[src/design/modem_serial_params.svh]
// Constants shared by both ends of the modem serial link
`ifndef MODEM_SERIAL_PARAMS_SVH
`define MODEM_SERIAL_PARAMS_SVH

// Clocking
`define CLK_HZ 25000000
`define SCK_MAX_HZ 8000000
`define SCK_HALF_CYC ((`CLK_HZ + 2 * `SCK_MAX_HZ - 1) / (2 * `SCK_MAX_HZ))
`define HALF_CNT_LAST 3'((`SCK_HALF_CYC) - 1)
`define REF_OSC_HZ 16000000

// Burst and header layout
`define BIT_CNT_LAST 3'h7
`define HDR_RW_BIT 7
`define HDR_ADDR_HI 5
`define HDR_ADDR_LO 0
`define HDR_UNUSED 1'h0
`define MIN_FRAME_BYTES 2'h3
`define BYTE_ZERO 8'h00

// Device register map
`define ADDR_CLKOUT_CTL 6'h0A
`define ADDR_STEP 6'h01
`define REG_COUNT 64
`define REG_RESET 16'h0000
`define TRIM_HI 15
`define TRIM_LO 8
`define CLKSEL_HI 2
`define CLKSEL_LO 0
`define CLKSEL_DIRECT 3'h0
`define REF_DIV_W 7

// Host command registers
`define HREG_CTRL 4'h0
`define HREG_TX 4'h1
`define HREG_RX 4'h2
`define HREG_STATUS 4'h3
`define CTRL_READ_BIT 7
`define CTRL_GO_BIT 8
`define STAT_BUSY_BIT 0
`define STAT_DONE_BIT 1
`define HOST_BYTE_HDR 2'h0
`define HOST_BYTE_HI 2'h1
`define HOST_BYTE_LO 2'h2
`define RDATA_IDLE 16'h0000

`endif

[src/design/modem_serial_pkg.sv]
// Types shared by both ends of the modem serial link
`default_nettype none
`include "modem_serial_params.svh"
package modem_serial_pkg;
	typedef logic [7:0] byte_t;
	typedef logic [15:0] word_t;
	typedef logic [5:0] addr_t;
	typedef logic [3:0] host_addr_t;
	typedef enum logic [1:0] {DEV_IDLE, DEV_HEADER, DEV_DATA, DEV_IGNORE} dev_state_t;
	typedef enum logic [1:0] {H_IDLE, H_LOW, H_HIGH, H_TAIL} host_state_t;
endpackage
`default_nettype wire

[src/design/serial_link_if.sv]
// Four-wire serial link between host master and modem slave
`timescale 1ns/1ps
`default_nettype none
interface serial_link_if;
	logic sck;
	logic csN;
	logic mosi;
	logic miso;
	logic misoOe;
	logic misoLine;

	// Undriven data line reads low
	assign misoLine = misoOe & miso;

	modport device (
		input sck,
		input csN,
		input mosi,
		output miso,
		output misoOe
	);

	modport host (
		output sck,
		output csN,
		output mosi,
		input misoLine
	);
endinterface
`default_nettype wire

[src/design/byte_shifter.sv]
// Eight-bit MSB-first shifter for mode zero bursts
`timescale 1ns/1ps
`default_nettype none
module byte_shifter (
	input wire logic clk,
	input wire logic rst_n,
	input wire logic clear,
	input wire logic loadEn,
	input wire modem_serial_pkg::byte_t loadByte,
	input wire logic sampleEn,
	input wire logic shiftEn,
	input wire logic serIn,
	output logic serOut,
	output modem_serial_pkg::byte_t rxByte,
	output logic byteDone
);
	import modem_serial_pkg::*;

	byte_t outShift_reg;
	logic [6:0] inShift_reg;
	logic [2:0] bitCnt_reg;
	byte_t hold_reg;
	logic pend_reg;

	assign serOut = outShift_reg[7];
	assign rxByte = {inShift_reg, serIn};
	assign byteDone = sampleEn & (bitCnt_reg == `BIT_CNT_LAST);

	always_ff @(posedge clk or negedge rst_n) begin
		if (!rst_n) begin
			bitCnt_reg <= 3'h0;
		end else if (clear) begin
			bitCnt_reg <= 3'h0;
		end else if (sampleEn) begin
			bitCnt_reg <= bitCnt_reg + 3'h1;
		end
	end

	// Capture on the rising edge
	always_ff @(posedge clk or negedge rst_n) begin
		if (!rst_n) begin
			inShift_reg <= 7'h00;
		end else if (sampleEn) begin
			inShift_reg <= rxByte[6:0];
		end
	end

	// Byte loaded at a burst end waits for the next falling edge
	always_ff @(posedge clk or negedge rst_n) begin
		if (!rst_n) begin
			hold_reg <= `BYTE_ZERO;
			pend_reg <= 1'b0;
		end else if (loadEn && byteDone) begin
			hold_reg <= loadByte;
			pend_reg <= 1'b1;
		end else if (clear || shiftEn) begin
			pend_reg <= 1'b0;
		end
	end

	// Change on falling edge; last bit stands until then
	always_ff @(posedge clk or negedge rst_n) begin
		if (!rst_n) begin
			outShift_reg <= `BYTE_ZERO;
		end else if (loadEn && !byteDone) begin
			outShift_reg <= loadByte;
		end else if (clear) begin
			outShift_reg <= `BYTE_ZERO;
		end else if (shiftEn && pend_reg) begin
			outShift_reg <= hold_reg;
		end else if (shiftEn && bitCnt_reg != 3'h0) begin
			outShift_reg <= {outShift_reg[6:0], 1'b0};
		end
	end
endmodule
`default_nettype wire

[src/design/modem_serial_slave.sv]
// Modem end of the serial link: slave port and register file
// What this block does
// - Modem is slave only, never drives clock
// - Transaction fits one select low, three bursts
// - Sample on rising edge, change on falling
// - Host uses clock phase and polarity zero
// - Host sends on MOSI, modem on MISO
// - Shifter static; transfers use core clock
// - Bursts are eight bits, MSB first
// - Host serial clock at most 8 MHz
// - Select falling starts transaction, header next
// - First burst is header: address and direction
// - Writes on MOSI, reads on MISO
// - Only one data line valid per burst
// - Payload at least two bytes
// - Select rising ends the transaction
// - Trim field bits 15-8 of register 0A
// - Trim zero is highest, larger is lower
// - Select 000 outputs undivided reference clock
// - Reference divided by two to the select for select 1-7, 16 MHz reference
// - Port works only when idle and enabled
`timescale 1ns/1ps
`default_nettype none
module modem_serial_slave (
	input wire logic clk,
	input wire logic rst_n,
	serial_link_if.device link,
	input wire logic modemIdle,
	input wire logic serialPortOn,
	input wire logic oscillatorInputPin,
	output logic [7:0] oscWarpTrim,
	output logic referenceClockOutPin,
	output logic frameShort
);
	import modem_serial_pkg::*;

	dev_state_t state_reg;
	logic sckPrev_reg;
	logic csPrev_reg;
	logic refPrev_reg;
	addr_t addr_reg;
	logic readAcc_reg;
	logic lowPhase_reg;
	byte_t hiByte_reg;
	logic [1:0] byteCount_reg;
	logic misoOe_reg;
	logic frameShort_reg;
	logic refOut_reg;
	logic [`REF_DIV_W-1:0] refDiv_reg;
	word_t clkOutCtl_reg;
	word_t regMem [0:`REG_COUNT-1];

	logic portUp;
	logic sckRise;
	logic sckFall;
	logic csFall;
	logic csRise;
	logic active;
	logic sampleEn;
	logic shiftEn;
	logic loadEn;
	byte_t loadByte;
	byte_t rxByte;
	logic byteDone;
	logic serOut;
	logic wordWrite;
	logic hdrDone;
	logic dataDone;

	function automatic logic isClkOutCtl(input addr_t a);
		isClkOutCtl = (a == `ADDR_CLKOUT_CTL);
	endfunction

	function automatic byte_t readByte(input addr_t a, input word_t ctl, input word_t mem,
		input logic hi);
		word_t w;
		w = isClkOutCtl(a) ? ctl : mem;
		readByte = hi ? w[15:8] : w[7:0];
	endfunction

	function automatic addr_t nextAddr(input addr_t a);
		nextAddr = a + `ADDR_STEP;
	endfunction

	// Inputs are synchronous to clk; edges found by one-cycle history
	assign portUp = modemIdle & serialPortOn;
	assign sckRise = link.sck & ~sckPrev_reg;
	assign sckFall = ~link.sck & sckPrev_reg;
	assign csFall = ~link.csN & csPrev_reg;
	assign csRise = link.csN & ~csPrev_reg;
	assign active = ((state_reg == DEV_HEADER) || (state_reg == DEV_DATA)) & ~link.csN;
	assign sampleEn = active & sckRise;
	assign shiftEn = active & sckFall;
	assign hdrDone = byteDone & (state_reg == DEV_HEADER);
	assign dataDone = byteDone & (state_reg == DEV_DATA);
	assign wordWrite = dataDone & ~readAcc_reg & lowPhase_reg;

	// Read data loaded at each burst end, high byte first
	always_comb begin
		loadEn = 1'b0;
		loadByte = `BYTE_ZERO;
		if (hdrDone && rxByte[`HDR_RW_BIT]) begin
			loadEn = 1'b1;
			loadByte = readByte(rxByte[`HDR_ADDR_HI:`HDR_ADDR_LO], clkOutCtl_reg,
				regMem[rxByte[`HDR_ADDR_HI:`HDR_ADDR_LO]], 1'b1);
		end else if (dataDone && readAcc_reg && !lowPhase_reg) begin
			loadEn = 1'b1;
			loadByte = readByte(addr_reg, clkOutCtl_reg, regMem[addr_reg], 1'b0);
		end else if (dataDone && readAcc_reg && lowPhase_reg) begin
			loadEn = 1'b1;
			loadByte = readByte(nextAddr(addr_reg), clkOutCtl_reg,
				regMem[nextAddr(addr_reg)], 1'b1);
		end
	end

	byte_shifter shifter (
		.clk(clk),
		.rst_n(rst_n),
		.clear(csFall),
		.loadEn(loadEn),
		.loadByte(loadByte),
		.sampleEn(sampleEn),
		.shiftEn(shiftEn),
		.serIn(link.mosi),
		.serOut(serOut),
		.rxByte(rxByte),
		.byteDone(byteDone)
	);

	// The clock is only ever observed, never driven
	always_ff @(posedge clk or negedge rst_n) begin
		if (!rst_n) begin
			sckPrev_reg <= 1'b0;
			csPrev_reg <= 1'b1;
		end else begin
			sckPrev_reg <= link.sck;
			csPrev_reg <= link.csN;
		end
	end

	// Frame sequencing
	always_ff @(posedge clk or negedge rst_n) begin
		if (!rst_n) begin
			state_reg <= DEV_IDLE;
		end else begin
			case (state_reg)
				DEV_IDLE: begin
					if (csFall) begin
						state_reg <= portUp ? DEV_HEADER : DEV_IGNORE;
					end
				end
				DEV_HEADER: begin
					if (csRise) begin
						state_reg <= DEV_IDLE;
					end else if (!portUp) begin
						state_reg <= DEV_IGNORE;
					end else if (byteDone) begin
						state_reg <= DEV_DATA;
					end
				end
				DEV_DATA: begin
					if (csRise) begin
						state_reg <= DEV_IDLE;
					end else if (!portUp) begin
						state_reg <= DEV_IGNORE;
					end
				end
				default: begin
					if (link.csN) begin
						state_reg <= DEV_IDLE;
					end
				end
			endcase
		end
	end

	// Header capture and word position
	always_ff @(posedge clk or negedge rst_n) begin
		if (!rst_n) begin
			addr_reg <= 6'h00;
			readAcc_reg <= 1'b0;
			lowPhase_reg <= 1'b0;
			hiByte_reg <= `BYTE_ZERO;
		end else if (hdrDone) begin
			addr_reg <= rxByte[`HDR_ADDR_HI:`HDR_ADDR_LO];
			readAcc_reg <= rxByte[`HDR_RW_BIT];
			lowPhase_reg <= 1'b0;
		end else if (dataDone) begin
			lowPhase_reg <= ~lowPhase_reg;
			if (!lowPhase_reg) begin
				hiByte_reg <= rxByte;
			end else begin
				addr_reg <= nextAddr(addr_reg);
			end
		end
	end

	// Data line enabled only for read payload
	always_ff @(posedge clk or negedge rst_n) begin
		if (!rst_n) begin
			misoOe_reg <= 1'b0;
		end else if (csRise || !active) begin
			misoOe_reg <= 1'b0;
		end else if (hdrDone) begin
			misoOe_reg <= rxByte[`HDR_RW_BIT];
		end
	end

	// Burst count checked at frame end
	always_ff @(posedge clk or negedge rst_n) begin
		if (!rst_n) begin
			byteCount_reg <= 2'h0;
			frameShort_reg <= 1'b0;
		end else if (csFall) begin
			byteCount_reg <= 2'h0;
		end else if (csRise && state_reg != DEV_IDLE && state_reg != DEV_IGNORE) begin
			frameShort_reg <= (byteCount_reg < `MIN_FRAME_BYTES);
		end else if (byteDone && byteCount_reg != `MIN_FRAME_BYTES) begin
			byteCount_reg <= byteCount_reg + 2'h1;
		end
	end

	// Word writes move into registers on the core clock
	always_ff @(posedge clk or negedge rst_n) begin
		if (!rst_n) begin
			clkOutCtl_reg <= `REG_RESET;
		end else if (wordWrite && isClkOutCtl(addr_reg)) begin
			clkOutCtl_reg <= {hiByte_reg, rxByte};
		end
	end

	always_ff @(posedge clk or negedge rst_n) begin
		if (!rst_n) begin
			for (int i = 0; i < `REG_COUNT; i++) begin
				regMem[i] <= `REG_RESET;
			end
		end else if (wordWrite && !isClkOutCtl(addr_reg)) begin
			regMem[addr_reg] <= {hiByte_reg, rxByte};
		end
	end

	// Clock output: direct reference or power-of-two division
	always_ff @(posedge clk or negedge rst_n) begin
		if (!rst_n) begin
			refPrev_reg <= 1'b0;
			refDiv_reg <= '0;
			refOut_reg <= 1'b0;
		end else begin
			refPrev_reg <= oscillatorInputPin;
			if (oscillatorInputPin && !refPrev_reg) begin
				refDiv_reg <= refDiv_reg + `REF_DIV_W'(1);
			end
			if (clkOutCtl_reg[`CLKSEL_HI:`CLKSEL_LO] == `CLKSEL_DIRECT) begin
				refOut_reg <= oscillatorInputPin;
			end else begin
				refOut_reg <= refDiv_reg[clkOutCtl_reg[`CLKSEL_HI:`CLKSEL_LO] - 3'h1];
			end
		end
	end

	assign link.miso = serOut;
	assign link.misoOe = misoOe_reg;
	// Zero trim is highest frequency; each step lowers it
	assign oscWarpTrim = clkOutCtl_reg[`TRIM_HI:`TRIM_LO];
	assign referenceClockOutPin = refOut_reg;
	assign frameShort = frameShort_reg;
endmodule
`default_nettype wire

[src/flat_wrapper.sv]
// flat-port wrapper written by rule: the top's interface ports become plain ports
module modem_serial_slave_flat import modem_serial_pkg::*;
  (clk, rst_n, modemIdle, serialPortOn, oscillatorInputPin, oscWarpTrim, referenceClockOutPin, frameShort, link_sck, link_csN, link_mosi, link_miso, link_misoOe);
  serial_link_if link_i ();
  input wire logic clk;
  input wire logic rst_n;
  input wire logic modemIdle;
  input wire logic serialPortOn;
  input wire logic oscillatorInputPin;
  output logic [7:0] oscWarpTrim;
  output logic referenceClockOutPin;
  output logic frameShort;
  input wire logic [$bits(link_i.sck)-1:0] link_sck;
  input wire logic [$bits(link_i.csN)-1:0] link_csN;
  input wire logic [$bits(link_i.mosi)-1:0] link_mosi;
  output wire logic [$bits(link_i.miso)-1:0] link_miso;
  output wire logic [$bits(link_i.misoOe)-1:0] link_misoOe;
  assign link_i.sck = link_sck;
  assign link_i.csN = link_csN;
  assign link_i.mosi = link_mosi;
  assign link_miso = link_i.miso;
  assign link_misoOe = link_i.misoOe;
  modem_serial_slave u_core (.clk(clk), .rst_n(rst_n), .link(link_i), .modemIdle(modemIdle), .serialPortOn(serialPortOn), .oscillatorInputPin(oscillatorInputPin), .oscWarpTrim(oscWarpTrim), .referenceClockOutPin(referenceClockOutPin), .frameShort(frameShort));
endmodule
[config.mk]
export PLATFORM = sky130hd
export DESIGN_NAME = modem_serial_slave_flat
export DESIGN_NICKNAME = d
export VERILOG_FILES = /design/src/design/modem_serial_pkg.sv /design/src/design/serial_link_if.sv /design/src/design/byte_shifter.sv /design/src/design/modem_serial_slave.sv /design/src/flat_wrapper.sv
export VERILOG_INCLUDE_DIRS = /design/src /design/src/design
export SDC_FILE = /design/constraint.sdc
export NUM_CORES = 2
export LEC_CHECK = 0
export ABC_AREA = 1
export BUFFER_PORTS_ARGS = -buffer_cell sky130_fd_sc_hd__buf_2
export CAP_MARGIN = 20
export CORE_MARGIN = 2
export CORE_UTILIZATION = 35
export DETAILED_ROUTE_END_ITERATION = 6
export GPL_ROUTABILITY_DRIVEN = 0
export GPL_TIMING_DRIVEN = 1
export PLACE_DENSITY = 0.57
export SKIP_LAST_GASP = 1
export SYNTH_ARGS = -nofsm -noshare
export SYNTH_HDL_FRONTEND = slang
export SYNTH_SLANG_ARGS = --single-unit
[constraint.sdc]
create_clock -name clk -period 3.65 [get_ports clk]
set_clock_uncertainty 0.15 [all_clocks]
set_input_delay 0.73 -clock clk [delete_from_list [all_inputs] [get_ports clk]]
set_output_delay 0.73 -clock clk [all_outputs]
set_load 0.05 [all_outputs]
Yosys cells after proc, flatten, opt, wreduce, memory -nomap -nowiden. Index checks and enable logic that the tools add are counted.

Input port bits: 8. Output and inout port bits: 12. Bits in registers: 1100. Word-level logic and storage cells: 221.

Bitwise gates (word level): 24. Reductions and logical operators: 40. Add/sub/neg operators: 5. Order comparisons: 6. Mux-type cells: 51. Eq/ne operators: 12.

Operator list (count): bitwise mux 1024 bit (1); binary-select mux 16 bit (select 6 bit) (3); 2-to-1 mux 16 bit (7); demux 16 bit (select 6 bit) (1); 2-to-1 mux 8 bit (10); 2-to-1 mux 2 bit (11); greater-or-equal comparator 7 bit (second input constant) (3); NOT 6 -> 7 bit (3); == test 6 x 4 -> 1 bit (second input constant) (3); 2-to-1 mux 6 bit (3); logical AND 1 bit (15); nonzero test 2 bit (7); bitwise AND 1 bit (13); 2-to-1 mux 1 bit (11); inequality test 2 bit (second input constant) (4); NOT 1 bit (8); nonzero test 4 bit (2); adder 7 x 1 -> 7 bit (second input constant) (1); less-than comparator 7 x 1 -> 1 bit (second input constant) (1); adder 6 x 1 -> 6 bit (second input constant) (1); 2-to-1 mux 3 bit (2); one-hot mux 2 bit (3 select lines) (1); AND reduction 2 bit (3); zero test 1 bit (5); other kinds (17) (19).

Longest topological paths before layout.
Depth in word-level cells: 13. Mapped depth: 19. Mapped depth without buffers: 16.

Cells and area by module. Synthesis repeated with hierarchy kept, for this count alone.

Cell total of the unflattened synthesis: 8116. Area total of the unflattened synthesis: 57264.9 µm².

Modules (own cells, without submodules): modem_serial_slave (cells each 7946, instances 1, area each 55923.6 µm², seq. area each 26852.0 µm²); byte_shifter (cells each 170, instances 1, area each 1341.3 µm², seq. area each 675.6 µm²).

Least setup slack after synthesis. Ideal clock, no wire load.

Kind: register to register. From: register u_core.addr_reg[0]. To: register u_core.shifter.hold_reg[5]. Path slack: 0.501 ns. Path buffers: 6. Arrival: 2.934 ns. Cell stages (with the launch flop): 19. Period minus slack after synthesis: 3.149 ns. Path through: dfrtp_1 inv_1 clkbuf_1 clkbuf_1 clkbuf_1 ha_1 clkbuf_1 clkbuf_1 clkbuf_1 o21ai_0 o211ai_1 nand3_1 nand2_1 nand2_1 nand3_1 nand2_1 nand3_1 nand2_1 nand2_1.

Longest elaborated chain between the ends: 9.

RTL lines: start, declared (RTL line modem_serial_slave.sv:41) `addr_t addr_reg;`; start signal, assigned (RTL line modem_serial_slave.sv:185) `` addr_reg <= rxByte[`HDR_ADDR_HI:`HDR_ADDR_LO]; ``; start signal, assigned (RTL line modem_serial_slave.sv:193) `addr_reg <= nextAddr(addr_reg);`; adder 6 x 1 -> 6 bit (no source line); NOT 6 -> 7 bit (not written as such) (RTL line modem_serial_slave.sv:112) `regMem[nextAddr(addr_reg)], 1'b1);`; binary-select mux 16 bit (select 6 bit) (RTL line modem_serial_slave.sv:112); 2-to-1 mux 16 bit (not written as such) (2 in series) (RTL line modem_serial_slave.sv:112); 2-to-1 mux 16 bit (RTL line modem_serial_slave.sv:77) `w = isClkOutCtl(a) ? ctl : mem;`; 2-to-1 mux 8 bit (RTL line modem_serial_slave.sv:109) `end else if (dataDone && readAcc_reg && lowPhase_reg) begin`; 2-to-1 mux 8 bit (*) (RTL line modem_serial_slave.sv:106) `end else if (dataDone && readAcc_reg && !lowPhase_reg) begin`; 2-to-1 mux 8 bit (*) (RTL line modem_serial_slave.sv:102) `` if (hdrDone && rxByte[`HDR_RW_BIT]) begin ``; end signal, assigned (RTL line byte_shifter.sv:51) `` hold_reg <= `BYTE_ZERO; ``; end signal, assigned (RTL line byte_shifter.sv:54) `hold_reg <= loadByte;`; end, declared (RTL line byte_shifter.sv:22) `byte_t hold_reg;`.

Mark *: on every way between the ends. The rest lies on a longest branch, timed or not. The select of a mux whose other input is x is not followed. A chain may end at the register's enable or synchronous reset.

Worst setup path in the final report.
From: register u_core.state_reg[0]. To: register u_core.regMem[196] (netlist bit).

Longest elaborated chain between the ends: 9.

RTL lines: start, declared (RTL line modem_serial_slave.sv:37) `dev_state_t state_reg;`; start signal, assigned (RTL line modem_serial_slave.sv:149) `state_reg <= portUp ? DEV_HEADER : DEV_IGNORE;`; == test 2 x 1 -> 1 bit or == test 2 bit (tied branches) (RTL line modem_serial_slave.sv:91, modem_serial_slave.sv:95); logical OR 1 bit (RTL line modem_serial_slave.sv:91) `assign active = ((state_reg == DEV_HEADER) || (state_reg == DEV_DATA)) & ~link.csN;`; bitwise AND 1 bit (RTL line modem_serial_slave.sv:91); bitwise AND 1 bit (RTL line modem_serial_slave.sv:92) `assign sampleEn = active & sckRise;`; bitwise AND 1 bit (RTL line byte_shifter.sv:27) `` assign byteDone = sampleEn & (bitCnt_reg == `BIT_CNT_LAST); ``; bitwise AND 1 bit (*) (RTL line modem_serial_slave.sv:95) `assign dataDone = byteDone & (state_reg == DEV_DATA);`; bitwise AND 1 bit (*) (2 in series) (RTL line modem_serial_slave.sv:96) `assign wordWrite = dataDone & ~readAcc_reg & lowPhase_reg;`; logical AND 1 bit (*) (RTL line modem_serial_slave.sv:237) `end else if (wordWrite && !isClkOutCtl(addr_reg)) begin`; end signal, assigned by index (RTL line modem_serial_slave.sv:235) `` regMem[i] <= `REG_RESET; ``; end signal, assigned by index (RTL line modem_serial_slave.sv:238) `regMem[addr_reg] <= {hiByte_reg, rxByte};`; end, declared (RTL line modem_serial_slave.sv:51) `` word_t regMem [0:`REG_COUNT-1]; ``.

Mark *: on every way between the ends. The rest lies on a longest branch, timed or not.

==> impl_metrics.env <==
export IMPL_setup_ws_ps=169.7
export IMPL_num_vias=50590
export IMPL_final_layout_size_suffix_gt1_frac=0.07130
export IMPL_critical_path_startpoint_type="flip-flop"
export IMPL_drt_total_wl_um=195300
export IMPL_leakage_nw=27.20
export IMPL_critical_path_required_ps=4130
export IMPL_hold_violations=0
export IMPL_cts_buffers=132
export IMPL_async_flop_share=1.000
export IMPL_tightest_slew_ps=961.7
export IMPL_pwr_density_cell_mw_per_mm2=500.4
export IMPL_final_period_utilization=0.9535
export IMPL_status="finished, final reports clean"
export IMPL_num_rows=145
export IMPL_grt_setup_unrepaired="true"
export IMPL_place_inst=9025
export IMPL_cp_arrival_ps=3960
export IMPL_dp_slack_ps=67.71
export IMPL_cts_sinks=1100
export IMPL_nNetsFinal=7128
export IMPL_ys_flop_type="dfrtp_1"
export IMPL_drt_pass1_iterations=6
export IMPL_chipHeight_um=401.5
export IMPL_stdcell_area_mm2=0.06253
export IMPL_post_cts_setup_buffers=0
export IMPL_n_antenna_cell=0
export IMPL_syn_nets=7394
export IMPL_syn_inst=7372
export IMPL_clock_latency_ps=810
export IMPL_ios=20
export IMPL_grt_pass1_wl_um=299300
export IMPL_die_area_mm2=0.1612
export IMPL_largest_reg_flops=1024
export IMPL_tns_ps=0
export IMPL_ys_ff_latch=1100
export IMPL_avgSynthCellArea_um2=7.502
export IMPL_ant_nets=0
export IMPL_synth_edff_count=0
export IMPL_cap_viol_max_count=0
export IMPL_ir_worst_vdd_mv=0.4255
export IMPL_synth_cell_types=41
export IMPL_hpwl_um=118400
export IMPL_whs_ps=331.2
export IMPL_via_per_inst=5.459
export IMPL_h_tree_depth=4
export IMPL_layout_min_cycle_time_ps=3480
export IMPL_max_clock_freq_mhz=287.3
export IMPL_start_util=0.3532
export IMPL_numPortBuffers=19
export IMPL_clock_path_buffers=3
export IMPL_grtUsageTotal=0.2397
export IMPL_cp_end_kind="flip-flop"
export IMPL_antenna_found_initial=2
export IMPL_first_iter_violations=6427
export IMPL_hold_class="reg2reg"
export IMPL_fillers=15990
export IMPL_yosysWarnings=0
export IMPL_critPathKind="reg2reg"
export IMPL_layout_cells_non_filler=9267
export IMPL_drc=0
export IMPL_clkTransAtPathRegs_ps=60
export IMPL_dieWidth_um=401.5
export IMPL_grt_max_degree=107
export IMPL_ys_seq_area_frac=0.4978
export IMPL_overflow=0
export IMPL_slew_headroom=0.3588
export IMPL_tritoncts="done"
export IMPL_slew_violations=0
export IMPL_crit_fanout=32
export IMPL_routedWlPerCell_um=21.07
export IMPL_place_area_mm2=0.05782
export IMPL_root_buffer="clkbuf_16"
export IMPL_grt_pass1_vias=47000
export IMPL_coreArea_mm2=0.1566
export IMPL_area_growth_pct=13.07
export IMPL_setup_viol=0
export IMPL_reg2reg_slack_ps=170
export IMPL_synth_area_mm2=0.05530
-- critical path, cell delays in order (launching register included) --
cell	delay [ps]
dfrtp_1	400
inv_1	80
ha_1	290
nand2_1	90
inv_2	80
nand3_4	60
inv_2	80
nand2_2	100
nor2_2	140
nand2_1	120
inv_1	90
nand3_1	390
nor2_1	650
nand2_1	110
buf_4	280
nand2_1	90
o21ai_0	80
-- Yosys cell counts (9+ instances only) --
cell | number | area [µm²]
buf_1 | 65 | 244.0
or2_2 | 10 | 62.56
o221ai_1 | 9 | 78.83
nor2_1 | 187 | 701.9
o21ai_1 | 14 | 70.07
nand3_1 | 416 | 2082
o211ai_1 | 178 | 1336
buf_2 | 51 | 255.2
nand2_1 | 2546 | 9557
nand4_1 | 23 | 143.9
o22ai_1 | 20 | 125.1
nor3_1 | 11 | 55.05
a22oi_1 | 12 | 90.09
clkbuf_1 | 513 | 1926
inv_1 | 323 | 1212
ha_1 | 14 | 175.2
a21oi_1 | 357 | 1787
dfrtp_1 | 1099 | 27500
o21ai_0 | 1450 | 7257
buf_4 | 9 | 67.56
-- placed cells by master, fill, tap and decap left out, types with 51 or more instances in the layout --
cell type     n
nand2_1    2546
o21ai_0    1450
dfrtp_1    1094
nand3_1     416
a21oi_1     357
inv_1       309
nor2_1      185
o211ai_1    178
buf_4       165
clkbuf_16   134
buf_12       51
-- area by class of cell --
cell class	instances	area [µm²]	share of cell area
Sequential cell	1100	27540	0.4404
Timing Repair Buffer	239	2414	0.03860
Multi-Input combinational cell	5296	24060	0.3848
Inverter	337	1294	0.02069
Clock inverter	53	817.0	0.01307
Tap cell	2058	2575	0.04118
Clock buffer	184	3831	0.06127
-- per-layer routing --
layer | vias to the layer above | global-route usage | share of wire
met5 | - | 0 | 0
met2 | 2119 | 0.3589 | 0.43
met3 | 374 | 0.04079 | 0.082
met1 | 24420 | 0.3408 | 0.44
li1 | 23680 | - | -
met4 | 0 | 0.1019 | 0.041
-- path summary, 6_finish.rpt --
| path | from | end | cells after the start |
|---|---|---|---|
| worst max-delay path | u_core.state_reg[0] | u_core.regMem[196] | 16 |
| worst max register to register | u_core.state_reg[0] | u_core.regMem[196] | 16 |
| max in group asynchronous | rst_n | u_core.regMem[99] | 4 |
| worst min-delay path | u_core.regMem[446] | u_core.regMem[446] | 2 |
| worst min register to register | u_core.regMem[446] | u_core.regMem[446] | 2 |
| min in group asynchronous | rst_n | u_core.regMem[986] | 2 |
-- kinds of logic (layout without fill, tap and decap cells) --
logic type / count (synthesis) / in the layout / synth area share
multiplexers: 2 / 2 / 0.0004072
adder cells (fa/ha/maj): 14 / 14 / 0.003167
AO/OA/AOI/OAI: 2053 / 2053 / 0.1962
flip-flops: 1100 / 1100 / 0.4978
XOR/XNOR: 10 / 10 / 0.001584
buffers and inverters: 976 / 813 / 0.06814
AND/OR/NAND/NOR: 3217 / 3217 / 0.2327
-- power breakdown --
group	internal, W	switching [W]
combinational	0.00106	0.00369
sequential	0.0123	0.000200
clock	0.00845	0.00558
-- metrics by stage --
| step | utilization | total power [W] |
|---|---|---|
| finish | 0.3994 | 0.03129 |
| global route | 0.3994 | 0.03229 |
| CTS | 0.3992 | 0.03146 |
| detailed placement | 0.3693 | 0.01735 |
| global placement | 0.3693 | 0.01733 |
| floorplan | - | 0.01494 |
-- timing repair --
action,in CTS,in global routing
endpoints found under the setup margin,0,152
gates resized for setup,0,2
hold buffers,4,0
hold endpoints to repair,37,0
Note: power is estimated with default switching activity, not from simulation.
